File: config.mk
export PLATFORM = sky130hd
export DESIGN_NAME = distributed_bus_arbiter_lock
export DESIGN_NICKNAME = d
export VERILOG_FILES = /design/src/arb_slice_pkg.sv /design/src/distributed_bus_arbiter_lock.sv
export SDC_FILE = /design/constraint.sdc
export NUM_CORES = 1
export LEC_CHECK = 0
export ABC_AREA = 1
export BUFFER_PORTS_ARGS = -buffer_cell sky130_fd_sc_hd__buf_2
export CORE_MARGIN = 2
export CORE_UTILIZATION = 45
export CTS_BUF_LIST = sky130_fd_sc_hd__clkbuf_16
export DETAILED_ROUTE_END_ITERATION = 8
export PLACE_DENSITY = 0.77
export SYNTH_ARGS = -nofsm -noshare
export SYNTH_HDL_FRONTEND = slang
export SYNTH_SLANG_ARGS = --single-unit
File: constraint.sdc
create_clock -name ref_clk -period 1.82 [get_ports ref_clk]
set_input_delay 0.182 -clock ref_clk [delete_from_list [all_inputs] [get_ports ref_clk]]
set_output_delay 0.182 -clock ref_clk [all_outputs]
set_load 0.005 [all_outputs]
File: src/arb_slice_pkg.sv
// Constants for one master's slice of the distributed bus arbiter.
// Assumes a single bus clock domain; the master request arrives already synchronised.
package arb_slice_pkg;
  localparam int unsigned NUM_LINES = 8;
  localparam int unsigned INFO_WIDTH = 16;
  localparam int unsigned CONTROL_LINES = 21;
  localparam int unsigned MAX_DOUBLE_WORDS = 128;
  localparam logic [7:0] LINES_RESET = 8'h00;
  localparam logic [7:0] BURST_COUNT_RESET = 8'h00;
  localparam logic [3:0] TARGET_RESET = 4'h0;
  localparam logic [1:0] FUNC_INTERRUPT = 2'h1;
  localparam logic [1:0] FUNC_RESET = 2'h2;
  localparam logic [1:0] FUNC_BOOT = 2'h3;
  typedef enum logic [2:0] {
    ST_IDLE = 3'b001,
    ST_WAIT = 3'b010,
    ST_OWN = 3'b100
  } arb_state_e;
endpackage : arb_slice_pkg

File: src/distributed_bus_arbiter_lock.sv
// One master's slice of a fixed-priority distributed bus arbiter with bus lock,
// plus the decoder for inter-processor interrupt, reset and boot writes.
// Assumes ref_clk is the bus clock and master-side inputs are already synchronous.
//
// How it works
// - Access request is registered on the sync strobe onto our request line.
// - Eight request lines, one per master; position gives priority.
// - Only request lines of higher-priority masters are looked at.
// - Own the bus when our request is up and no higher line is.
// - Lock-intent bit makes us drive the hold signal at our next grant.
// - Writers drop their request while another master holds the bus.
// - Read-only masters keep requesting even while the bus is held.
// - That write is decoded into reset, boot or interrupt to the target.
// - Bus transfers run on the bus clock; master inputs arrive synchronised.
// - Sixteen shared information lines and twenty-one control lines exist.
// - At most 128 double-word transfers in one tenure; the slice only raises burst_limit_reached, it does not end the tenure.
module distributed_bus_arbiter_lock #(
  parameter int unsigned MY_INDEX = 0,
  parameter bit READ_ONLY = 1'b0,
  parameter int unsigned NUM_PROCS = 16
) (
  input wire logic ref_clk,
  input wire logic srst,
  input wire logic access_request,
  input wire logic lock_intent,
  input wire logic transfer_done,
  input wire logic double_word_strobe,
  input wire logic arbitration_sync_strobe,
  input wire logic [arb_slice_pkg::NUM_LINES-1:0] master_request_line_in,
  input wire logic exclusive_hold_in,
  input wire logic global_write,
  input wire logic [3:0] global_target,
  input wire logic [1:0] global_function,
  output logic master_request_line_n,
  output logic bus_granted,
  output logic exclusive_hold_signal,
  output logic burst_limit_reached,
  output logic [NUM_PROCS-1:0] proc_interrupt,
  output logic [NUM_PROCS-1:0] proc_reset,
  output logic [NUM_PROCS-1:0] proc_boot
);
  ////////////////////////////////////////////////////////////////////////////////
  // Elaboration checks: parameter values the logic cannot serve
  if (arb_slice_pkg::NUM_LINES != 8) begin : g_bad_lines
    $error("Backplane must carry eight request lines");
  end
  if (MY_INDEX >= arb_slice_pkg::NUM_LINES) begin : g_bad_index
    $error("MY_INDEX out of range");
  end
  if (NUM_PROCS > 16 || NUM_PROCS < 1) begin : g_bad_procs
    $error("NUM_PROCS must be 1..16");
  end
  if (arb_slice_pkg::INFO_WIDTH != 16 || arb_slice_pkg::CONTROL_LINES != 21) begin : g_bad_bus
    $error("Bus needs sixteen information and twenty-one control lines");
  end
  if (arb_slice_pkg::MAX_DOUBLE_WORDS > 255) begin : g_bad_burst
    $error("Burst counter too narrow for the tenure limit");
  end

  function automatic logic higher_busy(input logic [arb_slice_pkg::NUM_LINES-1:0] lines);
    logic any;
    any = 1'b0;
    for (int i = 0; i < arb_slice_pkg::NUM_LINES; i++) begin
      if (i < MY_INDEX) begin
        any = any | lines[i];
      end
    end
    return any;
  endfunction : higher_busy

  ////////////////////////////////////////////////////////////////////////////////
  // Request line
  arb_slice_pkg::arb_state_e state_reg, state_next;
  logic req_reg, req_next;
  logic hold_reg, hold_next;
  logic [7:0] burst_reg, burst_next;
  logic burst_flag_reg, burst_flag_next;
  logic blocked;
  logic tenure_end;
  logic grant_now;

  // Another master holds the bus; our own hold never blocks us
  assign blocked = exclusive_hold_in & ~hold_reg & ~READ_ONLY;
  // Tenure ends on the done pulse or when our own request has fallen
  assign tenure_end = (state_reg == arb_slice_pkg::ST_OWN) & (transfer_done | ~req_reg);
  // Win: waiting, on a sync boundary, with every higher line quiet
  assign grant_now = (state_reg == arb_slice_pkg::ST_WAIT) & req_reg & arbitration_sync_strobe
    & ~higher_busy(master_request_line_in);

  always_comb begin
    req_next = req_reg;
    if (arbitration_sync_strobe) begin
      req_next = access_request & ~blocked;
    end
    // Hold by another master (writers only, not READ_ONLY) or the end of our tenure always wins over a new request
    if (blocked || tenure_end) begin
      req_next = 1'b0;
    end
  end

  always_ff @(posedge ref_clk) begin
    if (srst) begin
      req_reg <= 1'b0;
    end else begin
      req_reg <= req_next;
    end
  end

  ////////////////////////////////////////////////////////////////////////////////
  // Ownership and hold
  always_comb begin
    state_next = state_reg;
    hold_next = hold_reg;
    case (state_reg)
      arb_slice_pkg::ST_IDLE: begin
        if (req_reg) begin
          state_next = arb_slice_pkg::ST_WAIT;
        end
      end
      arb_slice_pkg::ST_WAIT: begin
        if (!req_reg) begin
          state_next = arb_slice_pkg::ST_IDLE;
        end else if (grant_now) begin
          state_next = arb_slice_pkg::ST_OWN;
          hold_next = lock_intent;
        end
      end
      arb_slice_pkg::ST_OWN: begin
        if (tenure_end) begin
          state_next = arb_slice_pkg::ST_IDLE;
          hold_next = 1'b0;
        end
      end
      default: begin
        state_next = arb_slice_pkg::ST_IDLE;
        hold_next = 1'b0;
      end
    endcase
  end

  always_ff @(posedge ref_clk) begin
    if (srst) begin
      state_reg <= arb_slice_pkg::ST_IDLE;
      hold_reg <= 1'b0;
    end else begin
      state_reg <= state_next;
      hold_reg <= hold_next;
    end
  end

  ////////////////////////////////////////////////////////////////////////////////
  // Burst count within one tenure; saturates at the limit
  always_comb begin
    burst_next = burst_reg;
    if (grant_now) begin
      burst_next = arb_slice_pkg::BURST_COUNT_RESET;
    end else if (bus_granted && double_word_strobe
        && burst_reg != 8'(arb_slice_pkg::MAX_DOUBLE_WORDS)) begin
      burst_next = burst_reg + 8'h01;
    end
    // Flag is registered so the output comes straight from a flip-flop
    burst_flag_next = (burst_next == 8'(arb_slice_pkg::MAX_DOUBLE_WORDS));
  end

  always_ff @(posedge ref_clk) begin
    if (srst) begin
      burst_reg <= arb_slice_pkg::BURST_COUNT_RESET;
      burst_flag_reg <= 1'b0;
    end else begin
      burst_reg <= burst_next;
      burst_flag_reg <= burst_flag_next;
    end
  end

  assign master_request_line_n = req_reg;
  assign bus_granted = (state_reg == arb_slice_pkg::ST_OWN);
  assign exclusive_hold_signal = hold_reg;
  assign burst_limit_reached = burst_flag_reg;

  ////////////////////////////////////////////////////////////////////////////////
  // Global location decode: one-cycle pulse to the addressed processor
  // Function code to one-hot action {boot, reset, interrupt}; code zero is no action
  function automatic logic [2:0] decode_action(input logic [1:0] code);
    logic [2:0] act;
    act = 3'h0;
    if (code == arb_slice_pkg::FUNC_INTERRUPT) begin
      act = 3'h1;
    end else if (code == arb_slice_pkg::FUNC_RESET) begin
      act = 3'h2;
    end else if (code == arb_slice_pkg::FUNC_BOOT) begin
      act = 3'h4;
    end
    return act;
  endfunction : decode_action

  function automatic logic target_hit(input logic [3:0] target, input int unsigned proc);
    return 32'(target) == proc;
  endfunction : target_hit

  // Targets at or above NUM_PROCS match no slot and are dropped
  for (genvar p = 0; p < NUM_PROCS; p++) begin : g_proc
    logic [2:0] act_reg, act_next;

    always_comb begin
      act_next = 3'h0;
      if (global_write && target_hit(global_target, p)) begin
        act_next = decode_action(global_function);
      end
    end

    // Each pulse stands one cycle, registered so the target sees a clean edge
    always_ff @(posedge ref_clk) begin
      if (srst) begin
        act_reg <= 3'h0;
      end else begin
        act_reg <= act_next;
      end
    end

    assign proc_interrupt[p] = act_reg[0];
    assign proc_reset[p] = act_reg[1];
    assign proc_boot[p] = act_reg[2];
  end : g_proc
endmodule : distributed_bus_arbiter_lock

## Word-level counts from Yosys, hierarchy flattened

Index checks and enable logic that the tools add are counted.

- Add/sub/neg operators: 1
- Multipliers: 0
- Div/mod/pow operators: 0
- Magnitude comparators: 0
- Equality and inequality tests: 28
- Shifts and indexed selects: 0
- Muxes and demuxes: 14
- Bitwise gates (word level): 26
- Reduce and logical (&&, ||, !) cells: 39

Operators with widths:

| operator | count |
|---|---|
| $reduce_or A2 Y1 | 17 |
| $eq A4 B4 Y1 const B | 8 |
| $mux W3 | 7 |
| $not A1 Y1 | 20 |
| $logic_and A1 B1 Y1 | 18 |
| $eq A4 B3 Y1 const B | 4 |
| $mux W8 | 2 |
| $pmux W3 S3 | 1 |
| $add A8 B1 Y8 const B | 1 |
| $eq A4 B2 Y1 const B | 2 |
| $eq A8 B8 Y1 const B | 1 |
| $ne A8 B8 Y1 const B | 1 |
| $ne A2 B2 Y1 const B | 3 |
| $and A1 B1 Y1 | 5 |
| $eq A2 B2 Y1 const B | 2 |
| $eq A4 B1 Y1 const B | 1 |
| $logic_not A4 Y1 | 1 |
| $reduce_and A4 Y1 | 1 |
| $eq A3 B1 Y1 const B | 1 |
| $eq A3 B2 Y1 const B | 1 |
| $eq A3 B3 Y1 const B | 1 |
| $mux W1 | 3 |
| $ne A3 B3 Y1 const B | 1 |
| $pmux W1 S3 | 1 |
| other kinds (5) | 5 |

- Bits in registers: 62
- Latch bits: 0
- Bits in writable memories: 0
- ROM bits: 0
- Output and inout bits: 52
- Logic and storage cells: 129
- Memories kept: 0

## Logic depth before layout (Yosys ltp)

Gate-level depths: netlist of the first run.

- Depth after elaboration: 6
- Mapped depth: 13
- Depth with buffers taken out: 13

## Worst setup path before layout of the first run

OpenSTA, ideal clock, no wires.

- Path kind: register to register
- From: register burst_reg[0]
- To: register burst_flag_reg, in the netlist burst_limit_reached
- Library setup time: 0.110 ns
- Data arrival time: 1.287 ns
- Required time: 1.710 ns
- Path slack: 0.423 ns
- Stages on the path, launching flop included: 13
- Buffers on the path: 0
- Period minus slack after synthesis: 1.397 ns
- Path through: dfxtp_1 inv_1 ha_1 nand3_1 nor2_1 nor2_1 nand2_1 nand2_1 nand2_1 nand2_1 inv_1 nand2_1 nor2_1

- Cells in the longest elaborated chain, start to end: 5
- Elaborated cells between the ends (all ways): 6
- Classes of those cells: add/sub (1); eq/ne (2); mux (2); reduce/logical (1)

Ends and longest elaborated chain:

| item | RTL line | text |
|---|---|---|
| start: declaration | distributed_bus_arbiter_lock.sv:76 | `logic [7:0] burst_reg, burst_next;` |
| start signal: assignment | distributed_bus_arbiter_lock.sv:167 | `burst_reg <= arb_slice_pkg::BURST_COUNT_RESET;` |
| start signal: assignment | distributed_bus_arbiter_lock.sv:170 | `burst_reg <= burst_next;` |
| parallel branches: the longest is 2 deep, another holds $add A8 B1 Y8 | -- |  |
| $mux W8 * | distributed_bus_arbiter_lock.sv:157 | `end else if (bus_granted && double_word_strobe` |
| $mux W8 * | distributed_bus_arbiter_lock.sv:155 | `if (grant_now) begin` |
| $eq A8 B8 Y1 * | distributed_bus_arbiter_lock.sv:162 | `burst_flag_next = (burst_next == 8'(arb_slice_pkg::MAX_DOUBLE_WORDS));` |
| end signal: assignment | distributed_bus_arbiter_lock.sv:171 | `burst_flag_reg <= burst_flag_next;` |
| end: declaration | distributed_bus_arbiter_lock.sv:77 | `logic burst_flag_reg, burst_flag_next;` |

Every way passes the cells marked *.
A chain may end at the register's enable or synchronous reset.

## Worst setup path after layout of the first run

Same ends and word-level chain as after synthesis.

==> results_dict.tcl, run 1 <==
set metrics [dict create \
    postCtsResizedCells 0 \
    cell_area_after_placement_mm2 0.00261 \
    fill_cells 451 \
    pre_cts_slack_ns 0.233 \
    fmax_mhz 625 \
    run_status "complete, no violations" \
    drt_iter0_drc 81 \
    synth_seq_cells 62 \
    initial_antenna_violation_count 0 \
    power_frac_comb_pct 4.3 \
    area_growth_syn_to_layout_pct 29.7 \
    fin_hold_ws_ns 0.117 \
    final-setup-viol-count 0 \
    critPathKind "reg -> reg" \
    ff_latch_area_mm2 0.00124 \
    number_of_hold_repair_buffers_added_at_the_cts_stage 0 \
    pin_count_of_the_biggest_net_entering_global_routing 17 \
    firstDrtPassIters 4 \
    initial_core_util_pct 46.9 \
    cts.repair_timing.setup_buffer_count 0 \
    post_route_cells_drive_above_1_share_pct 26.9 \
    core_area_mm2 0.00475 \
    cellLeakagePower_nw 1.45 \
    vdd_drop_max_mv 0.647 \
    clkSinkCount 62 \
    vias_in_the_first_global_route 1983 \
    sequential_to_total_area_share_from_yosys_stat_pct 55.7 \
    period_share_pct 88.0 \
    mostFrequentLayoutCell "nor2_1" \
    number_of_diodes 0 \
    route.detailed.drc 0 \
    placementRows 25 \
    yosysWarningCount 0 \
    postSynthCellCount 286 \
    syn-cell-area_mm2 0.00223 \
    seq_power_share_pct 44.9 \
    hp-class "in -> reg" \
    post_drt_wl_per_cell_um 11.5 \
    dieWidth_um 74.4 \
    ctsRootBufferMaster "clkbuf_16" \
    leading_cell_types_in_the_layout_fill_and_taps_excluded "nor2_1, nand2_1, buf_2" \
    worst_ep_arrival_time_ns 1.82 \
    synthesis.nets 311 \
    fin_worst_skew_ns 0.00598 \
    cell_variety_after_synth 24 \
    largest_register_ffs 48 \
    max-cap-violations 0 \
    grt_first_pass_wirelength_um 8170 \
    totalNegativeSetupSlack_ns 0 \
    detailedPlacementHpwl_um 3650 \
    die_area_mm2 0.00553 \
    worst-endpoint-required_ns 2.03 \
    global_route.usage.total_pct 19.7 \
    max_slew_margin_pct 61.9 \
    cts_tree "built" \
    critPathMaxFanout 5 \
    multi_input_area_um2 842 \
    dieHeight_um 74.4 \
    p_sw_share_pct 20.5 \
    power_report.internal_total_mw 2.45 \
    route.detailed.vias_per_inst 4.65 \
    powerDensity_mw_per_mm2 1070 \
    place.port_buffers 66 \
    clock_h_tree_levels 3 \
    finalNetCount 381 \
    ant_nets 0 \
    clock_share_of_power_pct 50.8 \
    critPathLaunchType "flop" \
    routed-via-count 1990 \
    number_of_buffers_inserted_during_clock_tree_synthesis 9 \
    detail_route.wirelength_um 4930 \
    timing.final.max_slew_violations 0 \
    gp_congestion 0.877 \
    clk_latency_ns 0.32 \
    power.switching_uw 631 \
    finalCriticalPeriod_ns 1.60 \
    worst_slack_ns 0.219 \
    cts_max_path_buffers 2 \
    path_clk_slew_ns 0.05 \
    globalRouteOverflowTotal 0 \
    critical_path.endpoint_type "flop" \
    worst-slew-pin-transition_ns 0.571 \
    pin_count 75 \
    final-hold-violation-count 0 \
    setup_repair_after_global_routing_missed_its_margin "no" \
    postLayoutCellArea_mm2 0.00289 \
    synth.avg_cell_area_um2 7.80 \
]
## power groups by stage
| stage | Sequential [mW] | Clock, mW | Combinational, mW |
|---|---|---|---|
| after global placement | 1.41 | 0 | 0.128 |
| after detailed placement | 1.41 | 0 | 0.132 |
| final | 1.38 | 1.57 | 0.133 |
| after global routing | 1.38 | 1.66 | 0.152 |
| after floorplan | 1.41 | 0 | 0.0907 |
| after CTS | 1.38 | 1.60 | 0.133 |
## synthesized netlist by cell type, drive strengths merged
cell	number	area (um^2)
or2	2	12.5
nand3	19	110
a21oi	6	30.0
and2	2	12.5
a211oi	1	7.51
nand2	68	265
dfxtp	62	1240
nor2	72	280
inv	30	113
ha	2	25.0
xnor2	1	8.76
o21ai	6	30.0
nor3	4	35.0
nand4	4	25.0
clkbuf	6	22.5
buf	1	11.3
## critical path, stage by stage, from the launching register on
cell	delay [ns]
dfxtp_1	0.40
inv_1	0.10
ha_1	0.21
nand3_1	0.08
nor2_1	0.04
nor2_1	0.25
nand2_1	0.10
a21oi_1	0.17
nor2_1	0.06
nand2_1	0.05
nor2_1	0.04
## metal layers
| metal | share of wire [%] | vias to the layer above | GRT usage, % |
|---|---|---|---|
| met1 | 40 | 916 | 20.3 |
| li1 | - | 1020 | - |
| met4 | 1.0 | 0 | 8.53 |
| met2 | 53 | 48 | 35.3 |
| met3 | 6.1 | 6 | 7.72 |
| met5 | 0 | - | 0 |
## final cells by class
cell class / instances / share of cell area (%)
clock buffer: 9 / 7.79
clock inverter: 7 / 1.95
inverter: 30 / 3.89
multi-input combinational: 187 / 29.1
sequential: 62 / 42.9
tap: 67 / 2.90
timing repair buffer: 66 / 11.4
## through the flow
step / std cells / total power, mW / utilization, %
2_1_floorplan: 286 / 1.50 / -
3_3_place_gp: 412 / 1.54 / 54.9
3_5_place_dp: 412 / 1.54 / 54.9
4_1_cts: 428 / 3.12 / 60.8
5_1_grt: 428 / 3.19 / 60.8
6_report: 428 / 3.08 / 60.8
## kinds of logic after synthesis
family                     Yosys count  share of synthesized area [%]
adders and majority gates            2                           1.12
xor gates and xnor gates             1                          0.393
and+or+nand+nor                    171                           33.2
AOI/OAI and AO/OA                   13                           3.03
DFF                                 62                           55.7
buffers and inverters               37                           6.57
## worst paths after layout
kind,depth (start not counted),startpoint,slack [ns],end
min reg2reg,2,exclusive_hold_signal$_SDFFE_PP0P_,0.46,exclusive_hold_signal$_SDFFE_PP0P_
max,10,burst_reg[0]$_SDFF_PP0_,0.22,burst_limit_reached$_SDFF_PP0_
min,3,access_request,0.12,master_request_line_n$_SDFFE_PP0P_
max reg2reg,10,burst_reg[0]$_SDFF_PP0_,0.22,burst_limit_reached$_SDFF_PP0_
(Power assumes the default switching activity.)
==> inputs of run 2 (changes only) <==
clock period = 1.9 ns   (was 1.82 ns; I/O delays follow)
==> results_dict.tcl, run 2 (synthesis gave the netlist of run 1 again) <==
set metrics [dict create \
    initial_antenna_violation_count 0 \
    detailedPlacementHpwl_um 3580 \
    clock_h_tree_levels 3 \
    gp_congestion 0.857 \
    power.switching_uw 611 \
    place.port_buffers 66 \
    postCtsResizedCells 0 \
    fin_hold_ws_ns 0.130 \
    max-cap-violations 0 \
    cts.repair_timing.setup_buffer_count 0 \
    power_frac_comb_pct 4.0 \
    post_route_cells_drive_above_1_share_pct 26.9 \
    seq_power_share_pct 41.0 \
    clk_latency_ns 0.32 \
    initial_core_util_pct 46.9 \
    pin_count 75 \
    leading_cell_types_in_the_layout_fill_and_taps_excluded "nor2_1, nand2_1, buf_2" \
    path_clk_slew_ns 0.05 \
    hp-class "in -> reg" \
    powerDensity_mw_per_mm2 1100 \
    post_drt_wl_per_cell_um 11.6 \
    fmax_mhz 621 \
    area_growth_syn_to_layout_pct 31.8 \
    largest_register_ffs 48 \
    fill_cells 444 \
    route.detailed.vias_per_inst 4.55 \
    ctsRootBufferMaster "clkbuf_16" \
    final-setup-viol-count 0 \
    cellLeakagePower_nw 1.47 \
    vdd_drop_max_mv 0.657 \
    clkSinkCount 62 \
    worst_path_most_repeated_cell "nor2_1" \
    ant_nets 0 \
    crit_chain "inv_1 > ha_1 > nand3_1 > nor2_1 > nor2_1 > nand2_1 > a21oi_1 > nor2_1 > nand2_1 > nor2_1" \
    mostFrequentLayoutCell "nor2_1" \
    globalRouteOverflowTotal 0 \
    numPlacedInstances 412 \
    path_buf_inv 1 \
    dieHeight_um 74.4 \
    die_area_mm2 0.00553 \
    clock_share_of_power_pct 55.0 \
    number_of_hold_repair_buffers_added_at_the_cts_stage 0 \
    dieWidth_um 74.4 \
    top_delay_family_on_crit_path "simple AND/OR/NAND/NOR gates" \
    number_of_buffers_inserted_during_clock_tree_synthesis 9 \
    critPathMaxFanout 5 \
    timing.critical_path.slowest_stage_cell "dfxtp_1" \
    firstDrtPassIters 4 \
    setup_repair_after_global_routing_missed_its_margin "no" \
    finalCriticalPeriod_ns 1.61 \
    detail_route.wirelength_um 4940 \
    timing.final.max_slew_violations 0 \
    cp_slowest_stage_delay_ns 0.40 \
    number_of_diodes 0 \
    period_share_pct 84.8 \
    cts_max_path_buffers 2 \
    grt_first_pass_wirelength_um 8220 \
    vias_in_the_first_global_route 1937 \
    critPathLaunchType "flop" \
    max_slew_margin_pct 61.0 \
    p_sw_share_pct 18.9 \
    global_route.usage.total_pct 19.9 \
    power_report.internal_total_mw 2.62 \
    totalNegativeSetupSlack_ns 0 \
    finalNetCount 381 \
    final_instance_count_without_filler_cells 427 \
    drt_iter0_drc 99 \
    worst_ep_arrival_time_ns 1.82 \
    worst-slew-pin-transition_ns 0.584 \
    critical_path.endpoint_type "flop" \
    worst-endpoint-required_ns 2.11 \
    critPathKind "reg -> reg" \
    routed-via-count 1944 \
    fin_worst_skew_ns 0.00542 \
    placementRows 25 \
    route.detailed.drc 0 \
    final-hold-violation-count 0 \
    core_area_mm2 0.00475 \
    run_status "complete, no violations" \
    pin_count_of_the_biggest_net_entering_global_routing 17 \
    cts_tree "built" \
    design_power_total_mw 3.23 \
]
run 2: cell types whose count changed in the layout (fill, tap and decap cells not counted):
cell,previous run,this run
clkinv_1,2,1
clkinv_2,3,1
bufinv_16,1,3
run 2: worst paths after layout:
path / start / cells after the start / endpoint / slack (ns)
worst max-delay path: burst_reg[0]$_SDFF_PP0_ / 10 / burst_limit_reached$_SDFF_PP0_ / 0.29
worst min-delay path: access_request / 3 / master_request_line_n$_SDFFE_PP0P_ / 0.13
worst max register to register: burst_reg[0]$_SDFF_PP0_ / 10 / burst_limit_reached$_SDFF_PP0_ / 0.29
worst min register to register: exclusive_hold_signal$_SDFFE_PP0P_ / 2 / exclusive_hold_signal$_SDFFE_PP0P_ / 0.46
run 2: per-stage QoR:
step	setup WS [ns]	util (%)	cell area, um^2
final	0.288	61.8	2940
after global routing	0.0453	61.8	2940
after CTS	0.277	61.8	2940
after detailed placement	0.294	54.9	2610
after global placement	0.349	54.9	2610
after floorplan	0.503	-	2230
run 2: routing by layer:
metal	part of all wire (%)	global-route usage, %	up-vias
met4	1.2	8.13	0
met2	51	34.1	45
met3	5.8	7.45	9
met1	42	22.3	868
li1	-	-	1022
met5	0	0	-
run 2: tightest hold or removal path: stages:
cell      delay, ns
buf_2          0.09
nand2_1        0.05
a211oi_1       0.06
run 2: power by group through the flow:
stage / clock (mW) / sequential [mW] / combinational (mW)
final: 1.78 / 1.32 / 0.128
after global routing: 1.86 / 1.32 / 0.147
after CTS: 1.81 / 1.32 / 0.128
after detailed placement: 0 / 1.35 / 0.127
after global placement: 0 / 1.35 / 0.123
after floorplan: 0 / 1.35 / 0.0868
run 2: layout make-up:
| class | count | area [um^2] | share of cell area (%) |
|---|---|---|---|
| Sequential cell | 62 | 1240 | 42.2 |
| Multi-Input combinational cell | 187 | 842 | 28.7 |
| Timing Repair Buffer | 66 | 330 | 11.2 |
| Clock buffer | 9 | 225 | 7.67 |
| Inverter | 30 | 113 | 3.83 |
| Clock inverter | 6 | 103 | 3.49 |
| Tap cell | 67 | 83.8 | 2.85 |
==> inputs of run 3 (changes only) <==
CORE_UTILIZATION = 44   (was 45)
PLACE_DENSITY = 0.78   (was 0.77)
clock period = 1.3 ns   (was 1.9 ns; I/O delays follow)
==> results_dict.tcl, run 3 (synthesis gave the netlist of run 1 again) <==
set metrics [dict create \
    clock_h_tree_levels 3 \
    timing.final.max_slew_violations 0 \
    critical_path.endpoint_type "flop" \
    fin_hold_ws_ns 0.0688 \
    pin_count_of_the_biggest_net_entering_global_routing 17 \
    number_of_hold_repair_buffers_added_at_the_cts_stage 0 \
    violations_in_the_final_reports "negative setup slack" \
    ant_nets 0 \
    number_of_buffers_inserted_during_clock_tree_synthesis 9 \
    post_route_cells_drive_above_1_share_pct 38.6 \
    clkSinkCount 62 \
    fin_worst_skew_ns 0.00198 \
    setup_repair_after_global_routing_missed_its_margin "yes" \
    firstDrtPassIters 4 \
    area_growth_syn_to_layout_pct 43.9 \
    final_util_pct 66.6 \
    detail_route.wirelength_um 5600 \
    power_frac_comb_pct 4.8 \
    max_slew_margin_pct 76.9 \
    seq_power_share_pct 42.3 \
    global_route.usage.total_pct 20.6 \
    worst-endpoint-required_ns 1.56 \
    post_drt_wl_per_cell_um 12.4 \
    cts_tree "built" \
    dieHeight_um 75.2 \
    detailedPlacementHpwl_um 3780 \
    hp-class "in -> reg" \
    vias_in_the_first_global_route 2025 \
    ff_latch_area_mm2 0.00125 \
    critPathKind "reg -> reg" \
    power.switching_uw 923 \
    p_sw_share_pct 20.2 \
    fmax_mhz 695 \
    power_report.internal_total_mw 3.64 \
    worst_slack_ns -0.138 \
    mostFrequentLayoutCell "buf_2" \
    multi_input_area_um2 951 \
    worst-slew-pin-transition_ns 0.345 \
    initial_antenna_violation_count 0 \
    cellLeakagePower_nw 1.58 \
    gp_congestion 0.882 \
    leading_cell_types_in_the_layout_fill_and_taps_excluded "buf_2, nor2_1, nand2_1" \
    ctsRootBufferMaster "clkbuf_16" \
    clk_latency_ns 0.31 \
    finalNetCount 403 \
    path_clk_slew_ns 0.05 \
    finalCriticalPeriod_ns 1.44 \
    final-hold-violation-count 0 \
    drt_iter0_drc 77 \
    max-cap-violations 0 \
    place.port_buffers 66 \
    route.detailed.vias_per_inst 4.62 \
    worst_ep_arrival_time_ns 1.69 \
    largest_register_ffs 48 \
    die_area_mm2 0.00565 \
    grt_first_pass_wirelength_um 8670 \
    path_buf_inv 2 \
    cp_slowest_stage_delay_ns 0.38 \
    dieWidth_um 75.2 \
    number_of_diodes 0 \
    clock_share_of_power_pct 52.9 \
    crit_chain "inv_4 > ha_4 > inv_2 > nor2_2 > nand2_2 > nand2_4 > nand2_2 > nand2_1 > nand2_1 > nand2_1 > nor2_1 > nand2_1 > nor2_1" \
    worst_path_most_repeated_cell "nand2_1" \
    globalRouteOverflowTotal 0 \
    core_area_mm2 0.00482 \
    timing.critical_path.slowest_stage_cell "dfxtp_4" \
    powerDensity_mw_per_mm2 1420 \
    routed-via-count 2081 \
    top_delay_family_on_crit_path "simple AND/OR/NAND/NOR gates" \
    run_status "finished with violations" \
    pin_count 75 \
    fill_cells 409 \
    pre_cts_slack_ns -0.113 \
    vdd_drop_max_mv 1.02 \
    critPathMaxFanout 7 \
    placementRows 25 \
    final-setup-viol-count 6 \
    initial_core_util_pct 46.3 \
    period_share_pct 111 \
    route.detailed.drc 0 \
    critPathLaunchType "flop" \
    cts_max_path_buffers 2 \
]
==> run 3: layout make-up <==
class                      instances  share of cell area, %
sequential                        62                   39.1
tap                               67                   2.61
clock buffer                       9                   7.02
clock inverter                     7                   2.53
inverter                          30                   3.59
multi-input combinational        187                   29.6
timing repair buffer              88                   15.6
==> run 3: final timing paths <==
check / startpoint / to / slack [ns] / cells after the start
max: burst_reg[0]$_SDFF_PP0_ / burst_limit_reached$_SDFF_PP0_ / -0.14 / 13
min: access_request / master_request_line_n$_SDFFE_PP0P_ / 0.07 / 3
max reg2reg: burst_reg[0]$_SDFF_PP0_ / burst_limit_reached$_SDFF_PP0_ / -0.14 / 13
min reg2reg: exclusive_hold_signal$_SDFFE_PP0P_ / exclusive_hold_signal$_SDFFE_PP0P_ / 0.49 / 2
==> run 3: repair_timing <==
item                                    4_1_cts  5_1_grt
gates resized for setup                      12       22
pin swaps                                     7        8
setup buffers                                 0        1
endpoints found under the setup margin        7       12
hold endpoints to repair                      0        0
==> run 3: power by group through the flow <==
stage | Combinational, mW | Sequential [mW] | Clock [mW]
final | 0.218 | 1.93 | 2.41
after global routing | 0.243 | 1.93 | 2.53
after CTS | 0.203 | 1.93 | 2.43
after detailed placement | 0.199 | 1.97 | 0
after global placement | 0.195 | 1.97 | 0
after floorplan | 0.127 | 1.97 | 0
==> run 3: per-layer routing <==
metal / track usage, % / up-vias / share of wire [%]
met1: 23.1 / 939 / 40
met5: 0 / - / 0
met2: 34.9 / 64 / 51
met3: 8.17 / 15 / 7.1
met4: 8.97 / 0 / 2.3
li1: - / 1063 / -
==> run 3: worst reg2reg max path, cell delays in order, from the launching register on <==
cell and delay (ns):
dfxtp_4 0.38, inv_4 0.05, ha_4 0.16, inv_2 0.05, nor2_2 0.03, nand2_2 0.11, nand2_4 0.10, nand2_2 0.06
nand2_1 0.04, nand2_1 0.07, nand2_1 0.08, nor2_1 0.11, nand2_1 0.06, nor2_1 0.08
==> run 3: stage by stage <==
| step | instance area [um^2] | instances | power, mW | setup TNS, ns |
|---|---|---|---|---|
| after global routing | 3210 | 450 | 4.71 | -1.07 |
| after CTS | 3130 | 449 | 4.57 | -0.232 |
| after global placement | 2780 | 433 | 2.17 | -0.312 |
| after floorplan | 2240 | 286 | 2.10 | 0 |
| final | 3210 | 450 | 4.56 | -0.302 |
| after detailed placement | 2780 | 433 | 2.17 | -0.430 |
